`src/hdl/dsr_pkg.sv`:
```
// Purpose: Shared constants for the descriptor shadow register bank
// Assumes: Avalon-MM word addressing, 32-bit data
// Notes:   Register indices are local choices; byte address is four times the index
package dsr_pkg;
   localparam int          ADDR_W        = 4;
   localparam int          DATA_W        = 32;
   localparam int          CNT_W         = 12;   // Buffer byte count field width
   localparam int          STAT_W        = 16;   // Upper half of descriptor word 1
   localparam int          STAT_LSB      = 16;   // Status field position inside word 1
   // Register indices
   localparam logic [3:0]  IDX_CUR_RX_CNT  = 4'h0;
   localparam logic [3:0]  IDX_CUR_RX_STAT = 4'h1;
   localparam logic [3:0]  IDX_CUR_TX_CNT  = 4'h2;
   localparam logic [3:0]  IDX_CUR_TX_STAT = 4'h3;
   localparam logic [3:0]  IDX_NXT_RX_CNT  = 4'h4;
   localparam logic [3:0]  IDX_NXT_RX_STAT = 4'h5;
   localparam logic [3:0]  IDX_CONTROL     = 4'h6;
   localparam logic [3:0]  IDX_STATUS      = 4'h7;
   // Control and status register bit positions
   localparam int          CTL_STOP_BIT    = 0;
   localparam int          CTL_SUSP_BIT    = 1;
   localparam int          STS_REFUSED_BIT = 0;
   localparam logic [31:0] UNMAPPED_VALUE  = 32'h0000_0000;
   localparam logic [31:0] ZERO_WORD       = 32'h0000_0000;
   localparam logic [11:0] CNT_RESET       = 12'h000;
   localparam logic [15:0] STAT_RESET      = 16'h0000;
endpackage

```
`src/hdl/dsr_shadow_field.sv`:
```
// Purpose: One shadow field, loaded by the descriptor engine or by software
// Assumes: Caller decides when software may write
// Notes:   No reset on purpose: contents survive every controller reset
`timescale 1ns/1ps
`default_nettype none
module dsr_shadow_field #(
   parameter int W = 12
) (
   input  wire logic         clk,
   input  wire logic         hwLoad,
   input  wire logic [W-1:0] hwData,
   input  wire logic         swLoad,
   input  wire logic [W-1:0] swData,
   output var  logic [W-1:0] value
);
   // Engine update wins over software; software writes whenever the caller raises swLoad, halted engine or not
   always_ff @(posedge clk) begin
      if (hwLoad) begin
         value <= hwData;
      end else if (swLoad) begin
         value <= swData;
      end
   end
endmodule
`default_nettype wire

```
`src/hdl/dsr_sync2.sv`:
```
// Purpose: Two-flop synchroniser for a level from another domain
// Assumes: Input is a slow level
// Notes:   First stage feeds only the second
`timescale 1ns/1ps
`default_nettype none
module dsr_sync2 (
   input  wire logic clk,
   input  wire logic resetn,
   input  wire logic async,
   output var  logic synced
);
   logic meta_r;
   // Two stages against metastability
   always_ff @(posedge clk) begin
      if (!resetn) begin
         meta_r <= 1'b0;
         synced <= 1'b0;
      end else begin
         meta_r <= async;
         synced <= meta_r;
      end
   end
endmodule
`default_nettype wire

```
`src/hdl/dsr_descriptor_shadow_registers.sv`:
```
// Purpose: Software-visible shadow copies of current/next descriptor word 1 fields
// Assumes: Descriptor engine on the same clock; Avalon-MM slave with waitrequest
// Notes:   Shadow contents have no reset; stop/suspend gate all software access to the shadow fields
`timescale 1ns/1ps
`default_nettype none
module dsr_descriptor_shadow_registers (
   input  wire logic                           clk,
   input  wire logic                           resetn,
   // Avalon-MM slave
   input  wire logic [dsr_pkg::ADDR_W-1:0]     avsAddress,
   input  wire logic                           avsRead,
   input  wire logic                           avsWrite,
   input  wire logic [dsr_pkg::DATA_W-1:0]     avsWritedata,
   input  wire logic [3:0]                     avsByteenable,
   output var  logic [dsr_pkg::DATA_W-1:0]     avsReaddata,
   output logic                                avsWaitrequest,
   // Descriptor engine, same clock
   input  wire logic                           curRxLoad,
   input  wire logic [dsr_pkg::DATA_W-1:0]     rx_descriptor_word1_cur,
   input  wire logic                           curTxLoad,
   input  wire logic [dsr_pkg::DATA_W-1:0]     tx_descriptor_word1_cur,
   input  wire logic                           nxtRxLoad,
   input  wire logic [dsr_pkg::DATA_W-1:0]     rx_descriptor_word1_nxt,
   // Halt state from the controller's command logic (another domain)
   input  wire logic                           stopPin,
   input  wire logic                           suspendPin,
   // Field views and access state for the engine
   output logic [dsr_pkg::CNT_W-1:0]           cur_rx_count_field,
   output logic [dsr_pkg::STAT_W-1:0]          cur_rx_status_field,
   output logic [dsr_pkg::CNT_W-1:0]           cur_tx_count_field,
   output logic [dsr_pkg::STAT_W-1:0]          cur_tx_status_field,
   output logic [dsr_pkg::CNT_W-1:0]           nxt_rx_count_field,
   output logic [dsr_pkg::STAT_W-1:0]          nxt_rx_status_field,
   output logic                                accessOpen
);
   localparam int CW = dsr_pkg::CNT_W;
   localparam int SW = dsr_pkg::STAT_W;
   localparam int SL = dsr_pkg::STAT_LSB;

   logic                    stopSync;
   logic                    suspSync;
   logic                    stopSw_r;
   logic                    suspSw_r;
   logic                    refused_r;
   logic                    ack_r;
   logic                    req;
   logic                    wrOk;
   logic                    ctlWr;
   logic                    stsWr;
   logic [SW-1:0]           wrLow;
   logic [dsr_pkg::DATA_W-1:0] rdNxt;
   logic                    swCurRxCnt;
   logic                    swCurRxSt;
   logic                    swCurTxCnt;
   logic                    swCurTxSt;
   logic                    swNxtRxCnt;
   logic                    swNxtRxSt;

   // Halt inputs come from the command domain, so synchronise first
   dsr_sync2 uStopSync (
      .clk    (clk),
      .resetn (resetn),
      .async  (stopPin),
      .synced (stopSync)
   );
   dsr_sync2 uSuspSync (
      .clk    (clk),
      .resetn (resetn),
      .async  (suspendPin),
      .synced (suspSync)
   );

   // Software may also open access locally through the control register stop/suspend bits
   always_ff @(posedge clk) begin
      if (!resetn) begin
         stopSw_r <= 1'b0;
         suspSw_r <= 1'b0;
      end else if (ctlWr && avsByteenable[0]) begin
         stopSw_r <= avsWritedata[dsr_pkg::CTL_STOP_BIT];
         suspSw_r <= avsWritedata[dsr_pkg::CTL_SUSP_BIT];
      end
   end

   assign accessOpen = stopSync | suspSync | stopSw_r | suspSw_r;

   // One wait cycle per access: request seen, then ack cycle releases it
   assign req            = (avsRead | avsWrite) & ~ack_r;
   assign avsWaitrequest = (avsRead | avsWrite) & ~ack_r;

   always_ff @(posedge clk) begin
      if (!resetn) begin
         ack_r <= 1'b0;
      end else begin
         ack_r <= req;
      end
   end

   // Writes land on the ack cycle, the edge where the master sees waitrequest low
   assign wrOk  = avsWrite & ack_r & accessOpen;
   assign ctlWr = avsWrite & ack_r & (avsAddress == dsr_pkg::IDX_CONTROL);
   assign stsWr = avsWrite & ack_r & (avsAddress == dsr_pkg::IDX_STATUS);
   // Byte lanes 0 and 1 only; upper lanes are reserved and ignored
   assign wrLow = {avsByteenable[1] ? avsWritedata[15:8] : 8'h00,
                   avsByteenable[0] ? avsWritedata[7:0]  : 8'h00};

   // Shadow write strobes; partial byte writes are treated as full low-half writes
   always_comb begin
      swCurRxCnt = 1'b0;
      swCurRxSt  = 1'b0;
      swCurTxCnt = 1'b0;
      swCurTxSt  = 1'b0;
      swNxtRxCnt = 1'b0;
      swNxtRxSt  = 1'b0;
      if (wrOk && avsAddress == dsr_pkg::IDX_CUR_RX_CNT) begin
         swCurRxCnt = 1'b1;
      end else if (wrOk && avsAddress == dsr_pkg::IDX_CUR_RX_STAT) begin
         swCurRxSt = 1'b1;
      end else if (wrOk && avsAddress == dsr_pkg::IDX_CUR_TX_CNT) begin
         swCurTxCnt = 1'b1;
      end else if (wrOk && avsAddress == dsr_pkg::IDX_CUR_TX_STAT) begin
         swCurTxSt = 1'b1;
      end else if (wrOk && avsAddress == dsr_pkg::IDX_NXT_RX_CNT) begin
         swNxtRxCnt = 1'b1;
      end else if (wrOk && avsAddress == dsr_pkg::IDX_NXT_RX_STAT) begin
         swNxtRxSt = 1'b1;
      end
   end

   // Shadow fields carry no reset so resets and stop leave them intact
   dsr_shadow_field #(.W(CW)) uCurRxCnt (
      .clk    (clk),
      .hwLoad (curRxLoad),
      .hwData (rx_descriptor_word1_cur[CW-1:0]),
      .swLoad (swCurRxCnt),
      .swData (wrLow[CW-1:0]),
      .value  (cur_rx_count_field)
   );
   dsr_shadow_field #(.W(SW)) uCurRxSt (
      .clk    (clk),
      .hwLoad (curRxLoad),
      .hwData (rx_descriptor_word1_cur[SL+SW-1:SL]),
      .swLoad (swCurRxSt),
      .swData (wrLow),
      .value  (cur_rx_status_field)
   );
   dsr_shadow_field #(.W(CW)) uCurTxCnt (
      .clk    (clk),
      .hwLoad (curTxLoad),
      .hwData (tx_descriptor_word1_cur[CW-1:0]),
      .swLoad (swCurTxCnt),
      .swData (wrLow[CW-1:0]),
      .value  (cur_tx_count_field)
   );
   dsr_shadow_field #(.W(SW)) uCurTxSt (
      .clk    (clk),
      .hwLoad (curTxLoad),
      .hwData (tx_descriptor_word1_cur[SL+SW-1:SL]),
      .swLoad (swCurTxSt),
      .swData (wrLow),
      .value  (cur_tx_status_field)
   );
   dsr_shadow_field #(.W(CW)) uNxtRxCnt (
      .clk    (clk),
      .hwLoad (nxtRxLoad),
      .hwData (rx_descriptor_word1_nxt[CW-1:0]),
      .swLoad (swNxtRxCnt),
      .swData (wrLow[CW-1:0]),
      .value  (nxt_rx_count_field)
   );
   dsr_shadow_field #(.W(SW)) uNxtRxSt (
      .clk    (clk),
      .hwLoad (nxtRxLoad),
      .hwData (rx_descriptor_word1_nxt[SL+SW-1:SL]),
      .swLoad (swNxtRxSt),
      .swData (wrLow),
      .value  (nxt_rx_status_field)
   );

   // Sticky flag: a shadow access arrived while access was closed
   // Set wins over a clear in the same cycle
   always_ff @(posedge clk) begin
      if (!resetn) begin
         refused_r <= 1'b0;
      end else if ((avsRead | avsWrite) && ack_r && !accessOpen
                   && avsAddress <= dsr_pkg::IDX_NXT_RX_STAT) begin
         refused_r <= 1'b1;
      end else if (stsWr && avsWritedata[dsr_pkg::STS_REFUSED_BIT]) begin
         refused_r <= 1'b0;
      end
   end

   // Read mux; closed access returns zero, reserved bits read zero
   always_comb begin
      rdNxt = dsr_pkg::ZERO_WORD;
      if (avsAddress == dsr_pkg::IDX_CONTROL) begin
         rdNxt[dsr_pkg::CTL_STOP_BIT] = stopSw_r;
         rdNxt[dsr_pkg::CTL_SUSP_BIT] = suspSw_r;
      end else if (avsAddress == dsr_pkg::IDX_STATUS) begin
         rdNxt[dsr_pkg::STS_REFUSED_BIT] = refused_r;
         rdNxt[1]                        = accessOpen;
      end else if (!accessOpen) begin
         rdNxt = dsr_pkg::ZERO_WORD;
      end else if (avsAddress == dsr_pkg::IDX_CUR_RX_CNT) begin
         rdNxt[CW-1:0] = cur_rx_count_field;
      end else if (avsAddress == dsr_pkg::IDX_CUR_RX_STAT) begin
         rdNxt[SW-1:0] = cur_rx_status_field;
      end else if (avsAddress == dsr_pkg::IDX_CUR_TX_CNT) begin
         rdNxt[CW-1:0] = cur_tx_count_field;
      end else if (avsAddress == dsr_pkg::IDX_CUR_TX_STAT) begin
         rdNxt[SW-1:0] = cur_tx_status_field;
      end else if (avsAddress == dsr_pkg::IDX_NXT_RX_CNT) begin
         rdNxt[CW-1:0] = nxt_rx_count_field;
      end else if (avsAddress == dsr_pkg::IDX_NXT_RX_STAT) begin
         rdNxt[SW-1:0] = nxt_rx_status_field;
      end else begin
         rdNxt = dsr_pkg::UNMAPPED_VALUE;
      end
   end

   // Read data registered on the request cycle so it stands at the ack edge
   always_ff @(posedge clk) begin
      if (!resetn) begin
         avsReaddata <= dsr_pkg::ZERO_WORD;
      end else if (avsRead && !ack_r) begin
         avsReaddata <= rdNxt;
      end
   end
endmodule
`default_nettype wire

```
`config.mk`:
```
export PLATFORM = sky130hd
export DESIGN_NAME = dsr_descriptor_shadow_registers
export DESIGN_NICKNAME = d
export VERILOG_FILES = /design/src/hdl/dsr_pkg.sv /design/src/hdl/dsr_shadow_field.sv /design/src/hdl/dsr_sync2.sv /design/src/hdl/dsr_descriptor_shadow_registers.sv
export SDC_FILE = /design/constraint.sdc
export NUM_CORES = 1
export LEC_CHECK = 0
export ABC_AREA = 1
export BUFFER_PORTS_ARGS = -buffer_cell sky130_fd_sc_hd__buf_2
export CAP_MARGIN = 30
export CORE_MARGIN = 10
export CORE_UTILIZATION = 42
export CTS_CLUSTER_SIZE = 30
export DETAILED_ROUTE_END_ITERATION = 10
export PLACE_DENSITY = 0.82
export SLEW_MARGIN = 20
export SYNTH_ARGS = -nofsm -noshare
export SYNTH_HDL_FRONTEND = slang
export SYNTH_SLANG_ARGS = --single-unit
```
`constraint.sdc`:
```
create_clock -name clk -period 2.2 [get_ports clk]
set_input_delay 0 -clock clk [delete_from_list [all_inputs] [get_ports clk]]
set_output_delay 0 -clock clk [all_outputs]
set_load 0.005 [all_outputs]
```
## Word level (Yosys, flattened, before mapping)

Index checks and enable logic that the tools add are counted.

- $lt $le $gt $ge: 1
- Reductions and logical operators: 22
- Eq/ne operators: 7
- Muxes and demuxes: 74
- Bitwise gates (word level): 10

Operators with widths:

| cell | count |
|---|---|
| $mux W16 | 25 |
| $mux W20 | 9 |
| $mux W12 | 9 |
| $mux W30 | 2 |
| $mux W32 | 1 |
| $mux W1 | 23 |
| $eq A4 B3 Y1 const B | 4 |
| $mux W8 | 2 |
| $reduce_bool A2 Y1 | 7 |
| $logic_and A1 B1 Y1 | 12 |
| $eq A4 B2 Y1 const B | 2 |
| $and A1 B1 Y1 | 5 |
| $eq A4 B1 Y1 const B | 1 |
| $le A4 B3 Y1 const B | 1 |
| $logic_not A4 Y1 | 1 |
| $mux W2 | 2 |
| $mux W4 | 1 |
| $or A1 B1 Y1 | 4 |
| $logic_not A1 Y1 | 2 |
| $not A1 Y1 | 1 |

- Flip-flop bits (word level): 124
- Bits of input ports: 145

## Depth between registers and ports, before layout

- Word-level depth: 31
- Depth in mapped cells: 11
- Mapped depth without buffers: 10

## Modules after synthesis

A second synthesis with hierarchy kept.

- Cell total of the unflattened synthesis: 716
- Area total of the unflattened synthesis: 5856.9 um^2

Modules (own cells, without submodules):

| module | area each (um^2) | cells an instance | instances |
|---|---|---|---|
| dsr_shadow_field at uCurRxSt ... | 730.7 | 69 | 3 |
| dsr_descriptor_shadow_registers | 1981.9 | 341 | 1 |
| dsr_shadow_field at uCurRxCnt ... | 524.3 | 52 | 3 |
| dsr_sync2 | 55.1 | 6 | 2 |

## Worst setup path after synthesis

OpenSTA, ideal clock, no wires.

- Path type: register -> register
- Start: reg stopSw_r
- End: reg uCurRxSt.value[0] (enable)
- Clock period less this slack: 2.235 ns
- Slack: -0.035 ns
- Required time: 1.789 ns
- Library setup time: 0.411 ns
- Cell stages (with the launch flop): 5
- Path buffers: 0
- Arrival time: 1.823 ns
- Cell sequence: dfxtp_1 -> nor2_1 -> nand2_1 -> nand2_1 -> o21ai_0

- Word-level cells in the longest chain between the ends: 7
- Elaborated cells between the ends (all ways): 8
- Those cells by class: mux: 2; bitwise: 3; reduce/logical: 3

Ends and longest elaborated chain:

| item | line | source |
|---|---|---|
| start, declared | dsr_descriptor_shadow_registers.sv:42 | `logic stopSw_r;` |
| start signal, assigned | dsr_descriptor_shadow_registers.sv:79 | `stopSw_r <= avsWritedata[dsr_pkg::CTL_STOP_BIT];` |
| $or A1 B1 Y1 * (2 in a row) | dsr_descriptor_shadow_registers.sv:84 | `assign accessOpen = stopSync \| suspSync \| stopSw_r \| suspSw_r;` |
| named net accessOpen | dsr_descriptor_shadow_registers.sv:34 | `output logic accessOpen` |
| $and A1 B1 Y1 * | dsr_descriptor_shadow_registers.sv:99 | `assign wrOk = avsWrite & ack_r & accessOpen;` |
| $logic_and A1 B1 Y1 | dsr_descriptor_shadow_registers.sv:116 | `end else if (wrOk && avsAddress == dsr_pkg::IDX_CUR_RX_STAT) begin` |
| $mux W1 | dsr_descriptor_shadow_registers.sv:116 |  |
| $mux W1 * | dsr_descriptor_shadow_registers.sv:114 | `if (wrOk && avsAddress == dsr_pkg::IDX_CUR_RX_CNT) begin` |
| $reduce_bool A2 Y1 (no line) * | n/a |  |
| end signal, assigned | dsr_shadow_field.sv:19 | `value <= hwData;` |
| end signal, assigned | dsr_shadow_field.sv:21 | `value <= swData;` |
| end, declared | dsr_shadow_field.sv:14 | `output var logic [W-1:0] value` |

Mark *: on every way through the listed nets, which the timed path passes. The rest lies on a longest branch.
A chain may end at the register's enable or synchronous reset.

## Worst setup path after layout

- Start: in avsAddress[3] (netlist bit)
- End: reg uCurTxSt.value[6] (enable)

- Word-level cells in the longest chain between the ends: 7
- Elaborated cells between the ends (all ways): 13
- Those cells by class: eq/ne: 3; mux: 4; reduce/logical: 6

Ends and longest elaborated chain:

| item | line | source |
|---|---|---|
| start, declared | dsr_descriptor_shadow_registers.sv:10 | `input wire logic [dsr_pkg::ADDR_W-1:0] avsAddress,` |
| $eq A4 B2 Y1 | dsr_descriptor_shadow_registers.sv:120 | `end else if (wrOk && avsAddress == dsr_pkg::IDX_CUR_TX_STAT) begin` |
| $logic_and A1 B1 Y1 | dsr_descriptor_shadow_registers.sv:120 |  |
| $mux W1 | dsr_descriptor_shadow_registers.sv:120 |  |
| $mux W1 | dsr_descriptor_shadow_registers.sv:118 | `end else if (wrOk && avsAddress == dsr_pkg::IDX_CUR_TX_CNT) begin` |
| $mux W1 | dsr_descriptor_shadow_registers.sv:116 |  |
| $mux W1 * | dsr_descriptor_shadow_registers.sv:114 |  |
| $reduce_bool A2 Y1 (no line) * | n/a |  |
| end signal, assigned | dsr_shadow_field.sv:19 |  |
| end signal, assigned | dsr_shadow_field.sv:21 |  |
| end, declared | dsr_shadow_field.sv:14 |  |

Mark *: on every way between the ends. The rest lies on a longest branch, timed or not.

==> flow_metrics.tcl <==
set metrics [dict create \
    outcome "complete, no violations" \
    layout-drive-gt1-share_pct 27.2 \
    fin_crit_sh_pct 89.9 \
    finalCriticalPeriod_ns 1.98 \
    p_sw_share_pct 25.1 \
    synth_cell_type_count 22 \
    syn_area_sq_um 5320 \
    min_path_type "input pin to flop" \
    placed_cells 1021 \
    pre_cts_slack_ns 0.407 \
    synth_top_area_cell "edfxtp_1" \
    max-cap-violations 0 \
    area_growth_pct 46.8 \
    cp-endpoint "uCurTxSt.value[6]" \
    r2r-start "stopSw_r" \
    power.density_nw_per_um2 628 \
    crit_fanout 12 \
    synth_area_leaders "edfxtp_1, nand2_1, dfxtp_1" \
    setup_tns_ns 0 \
    drcViolationCount 0 \
    wirelength_microns 22100 \
    fin_skew_ns 0.00658 \
    vias 5740 \
    hold_viol_final 0 \
    internal_power_w 0.00367 \
    crit_path_start_kind "input pin" \
    grt_pass1_wl_microns 32500 \
    slew_violations 0 \
    gr-usage-all-layers_pct 24.0 \
    r2r-end "uCurTxCnt.value[6]" \
    drt_first_pass_iters 5 \
    irDropWorstVdd_uv 369 \
    fin_util_pct 62.4 \
    cp-startpoint "avsAddress[3]" \
    relSlewSlack_pct 60.5 \
    critPathKind "input pin to flop" \
    worst_pin_slew_ns 0.592 \
    fin_ws_ns 0.221 \
    worstPathRequired_ns 2.26 \
    dpl.hpwl_microns 15400 \
    final_cells 1136 \
    rr_worst_depth 5 \
    die_h_microns 132 \
    switchingPower_w 0.00123 \
    syn_area_per_cell_sq_um 8.21 \
    drt_iter0_markers 399 \
    io-pin-count 263 \
    drtAntennaViolNets 0 \
    antenna_found_initial 7 \
    cp-end-kind "flop" \
    numCtsBuffers 9 \
    port_buffers 216 \
    cts_root_buf "clkbuf_16" \
    ctsLongestPathBuffers 2 \
    cts_max_level 3 \
    p_comb_share_pct 16.5 \
    wl_per_cell_microns 19.5 \
    ys_seq_area_share_pct 56.5 \
    seq_power_share_pct 48.9 \
    start_util_pct 42.5 \
    clock_sinks 108 \
    nets 1098 \
    setup_viol 0 \
    row_count 41 \
    grt_max_degree 33 \
    grt_pass1_vias 5842 \
    hp-start "avsWritedata[1]" \
    clkPwrFrac_pct 34.6 \
    finalWeightedCongestion 0.859 \
    core_area_sq_um 12500 \
    overflow 0 \
    cts_resized 0 \
    vias_per_cell 5.05 \
    path_clk_slew_ns 0.07 \
    cts_tree "done" \
    die_x_microns 132 \
    cp.arrival_ns 2.03 \
    reg2reg_slack_ns 0.50 \
    syn_inst 647 \
    rsz0062_at_grt "false" \
    ys_warn_count 0 \
    die-area_sq_um 17600 \
    fmax_ghz 0.505 \
    synth-seq-cells 108 \
    yosysTopAreaCellShare_pct 47.5 \
    insertion_delay_ns 0.35 \
    leakagePower_nw 3.89 \
]
per-stage QoR:
stage	area [sq um]	total power, W	hold slack [ns]
after floorplan	5370	0.00274	0.0935
after global placement	6550	0.00308	0.182
after detailed placement	6550	0.00310	0.187
after CTS	7790	0.00489	0.00812
after global routing	7800	0.00507	0.0468
final	7800	0.00490	0.0239
cell type report:
type	instances	area (sq um)
Tap cell	172	215
Clock buffer	15	278
Sequential cell	108	3000
Timing Repair Buffer	327	2150
Fill cell	1078	4710
Clock inverter	1	30.0
Inverter	38	143
Antenna cell	6	15.0
Multi-Input combinational cell	469	1970
layer usage:
metal	global-route usage, %	wire length, microns	vias to the layer above
li1	-	-	2700
met4	14.2	1110	0
met1	26.5	8220	2629
met3	6.78	2140	74
met2	40.4	10700	337
met5	0	0	-
power groups by stage:
stage                     sequential (W)  clock (W)  combinational, W
final                            0.00240    0.00170          0.000811
after global routing             0.00241    0.00179          0.000876
after CTS                        0.00240    0.00171          0.000788
after detailed placement         0.00244          0          0.000655
after global placement           0.00243          0          0.000644
after floorplan                  0.00245          0          0.000296
cell families after synthesis:
logic type / share of synthesized area, %
AND/OR/NAND/NOR: 29.0
flip-flops: 56.5
other: 0.0706
AO/OA/AOI/OAI: 6.83
buffers and inverters: 7.58
cell usage after synthesis, drive strengths merged:
master,n
o21ai,32
o31ai,1
buf,27
nand2,272
conb,1
nand3b,1
clkbuf,20
a21oi,39
edfxtp,84
nor3,2
clkinv,2
nand3,66
inv,36
nor2,40
dfxtp,24
worst max-delay path, stage by stage:
cell and delay (ns):
dlygate4sd3_1 0.54, buf_2 0.15, nor2_1 0.39, nand2_1 0.44
o21ai_2 0.27, buf_4 0.23
repair_timing:
action,4_1_cts,5_1_grt
hold endpoints to repair,93,0
endpoints found under the setup margin,0,0
hold buffers,93,0
setup buffers,0,0
state kept, by name, summed over array words and instances (netlist names), 12 cells and up:
name,cells
uCurRxCnt.value,12
uNxtRxSt.value,16
uNxtRxCnt.value,12
avsReaddata,16
uCurTxSt.value,16
uCurRxSt.value,16
uCurTxCnt.value,12
placed cells by master (no fill, tap or decap), types with 6 or more instances in the layout:
cell type / instances
o21ai_1: 13
nand3_1: 65
clkbuf_16: 9
conb_1: 16
inv_2: 7
buf_4: 18
diode_2: 6
inv_1: 29
dfxtp_1: 24
dlygate4sd3_1: 93
nor2_1: 38
a21oi_1: 39
edfxtp_1: 84
buf_2: 216
nand2_1: 271
o21ai_0: 18
worst min path at each step:
stage,endpoint,slack (ns),depth (start not counted)
5_1_grt,refused_r,0.05,4
3_5_place_dp,uSuspSync.meta_r,0.19,3
2_1_floorplan,uStopSync.meta_r,0.09,2
3_3_place_gp,uSuspSync.meta_r,0.18,3
6_report,suspSw_r,0.02,3
4_1_cts,suspSw_r,0.008,3
(Power assumes the default switching activity.)
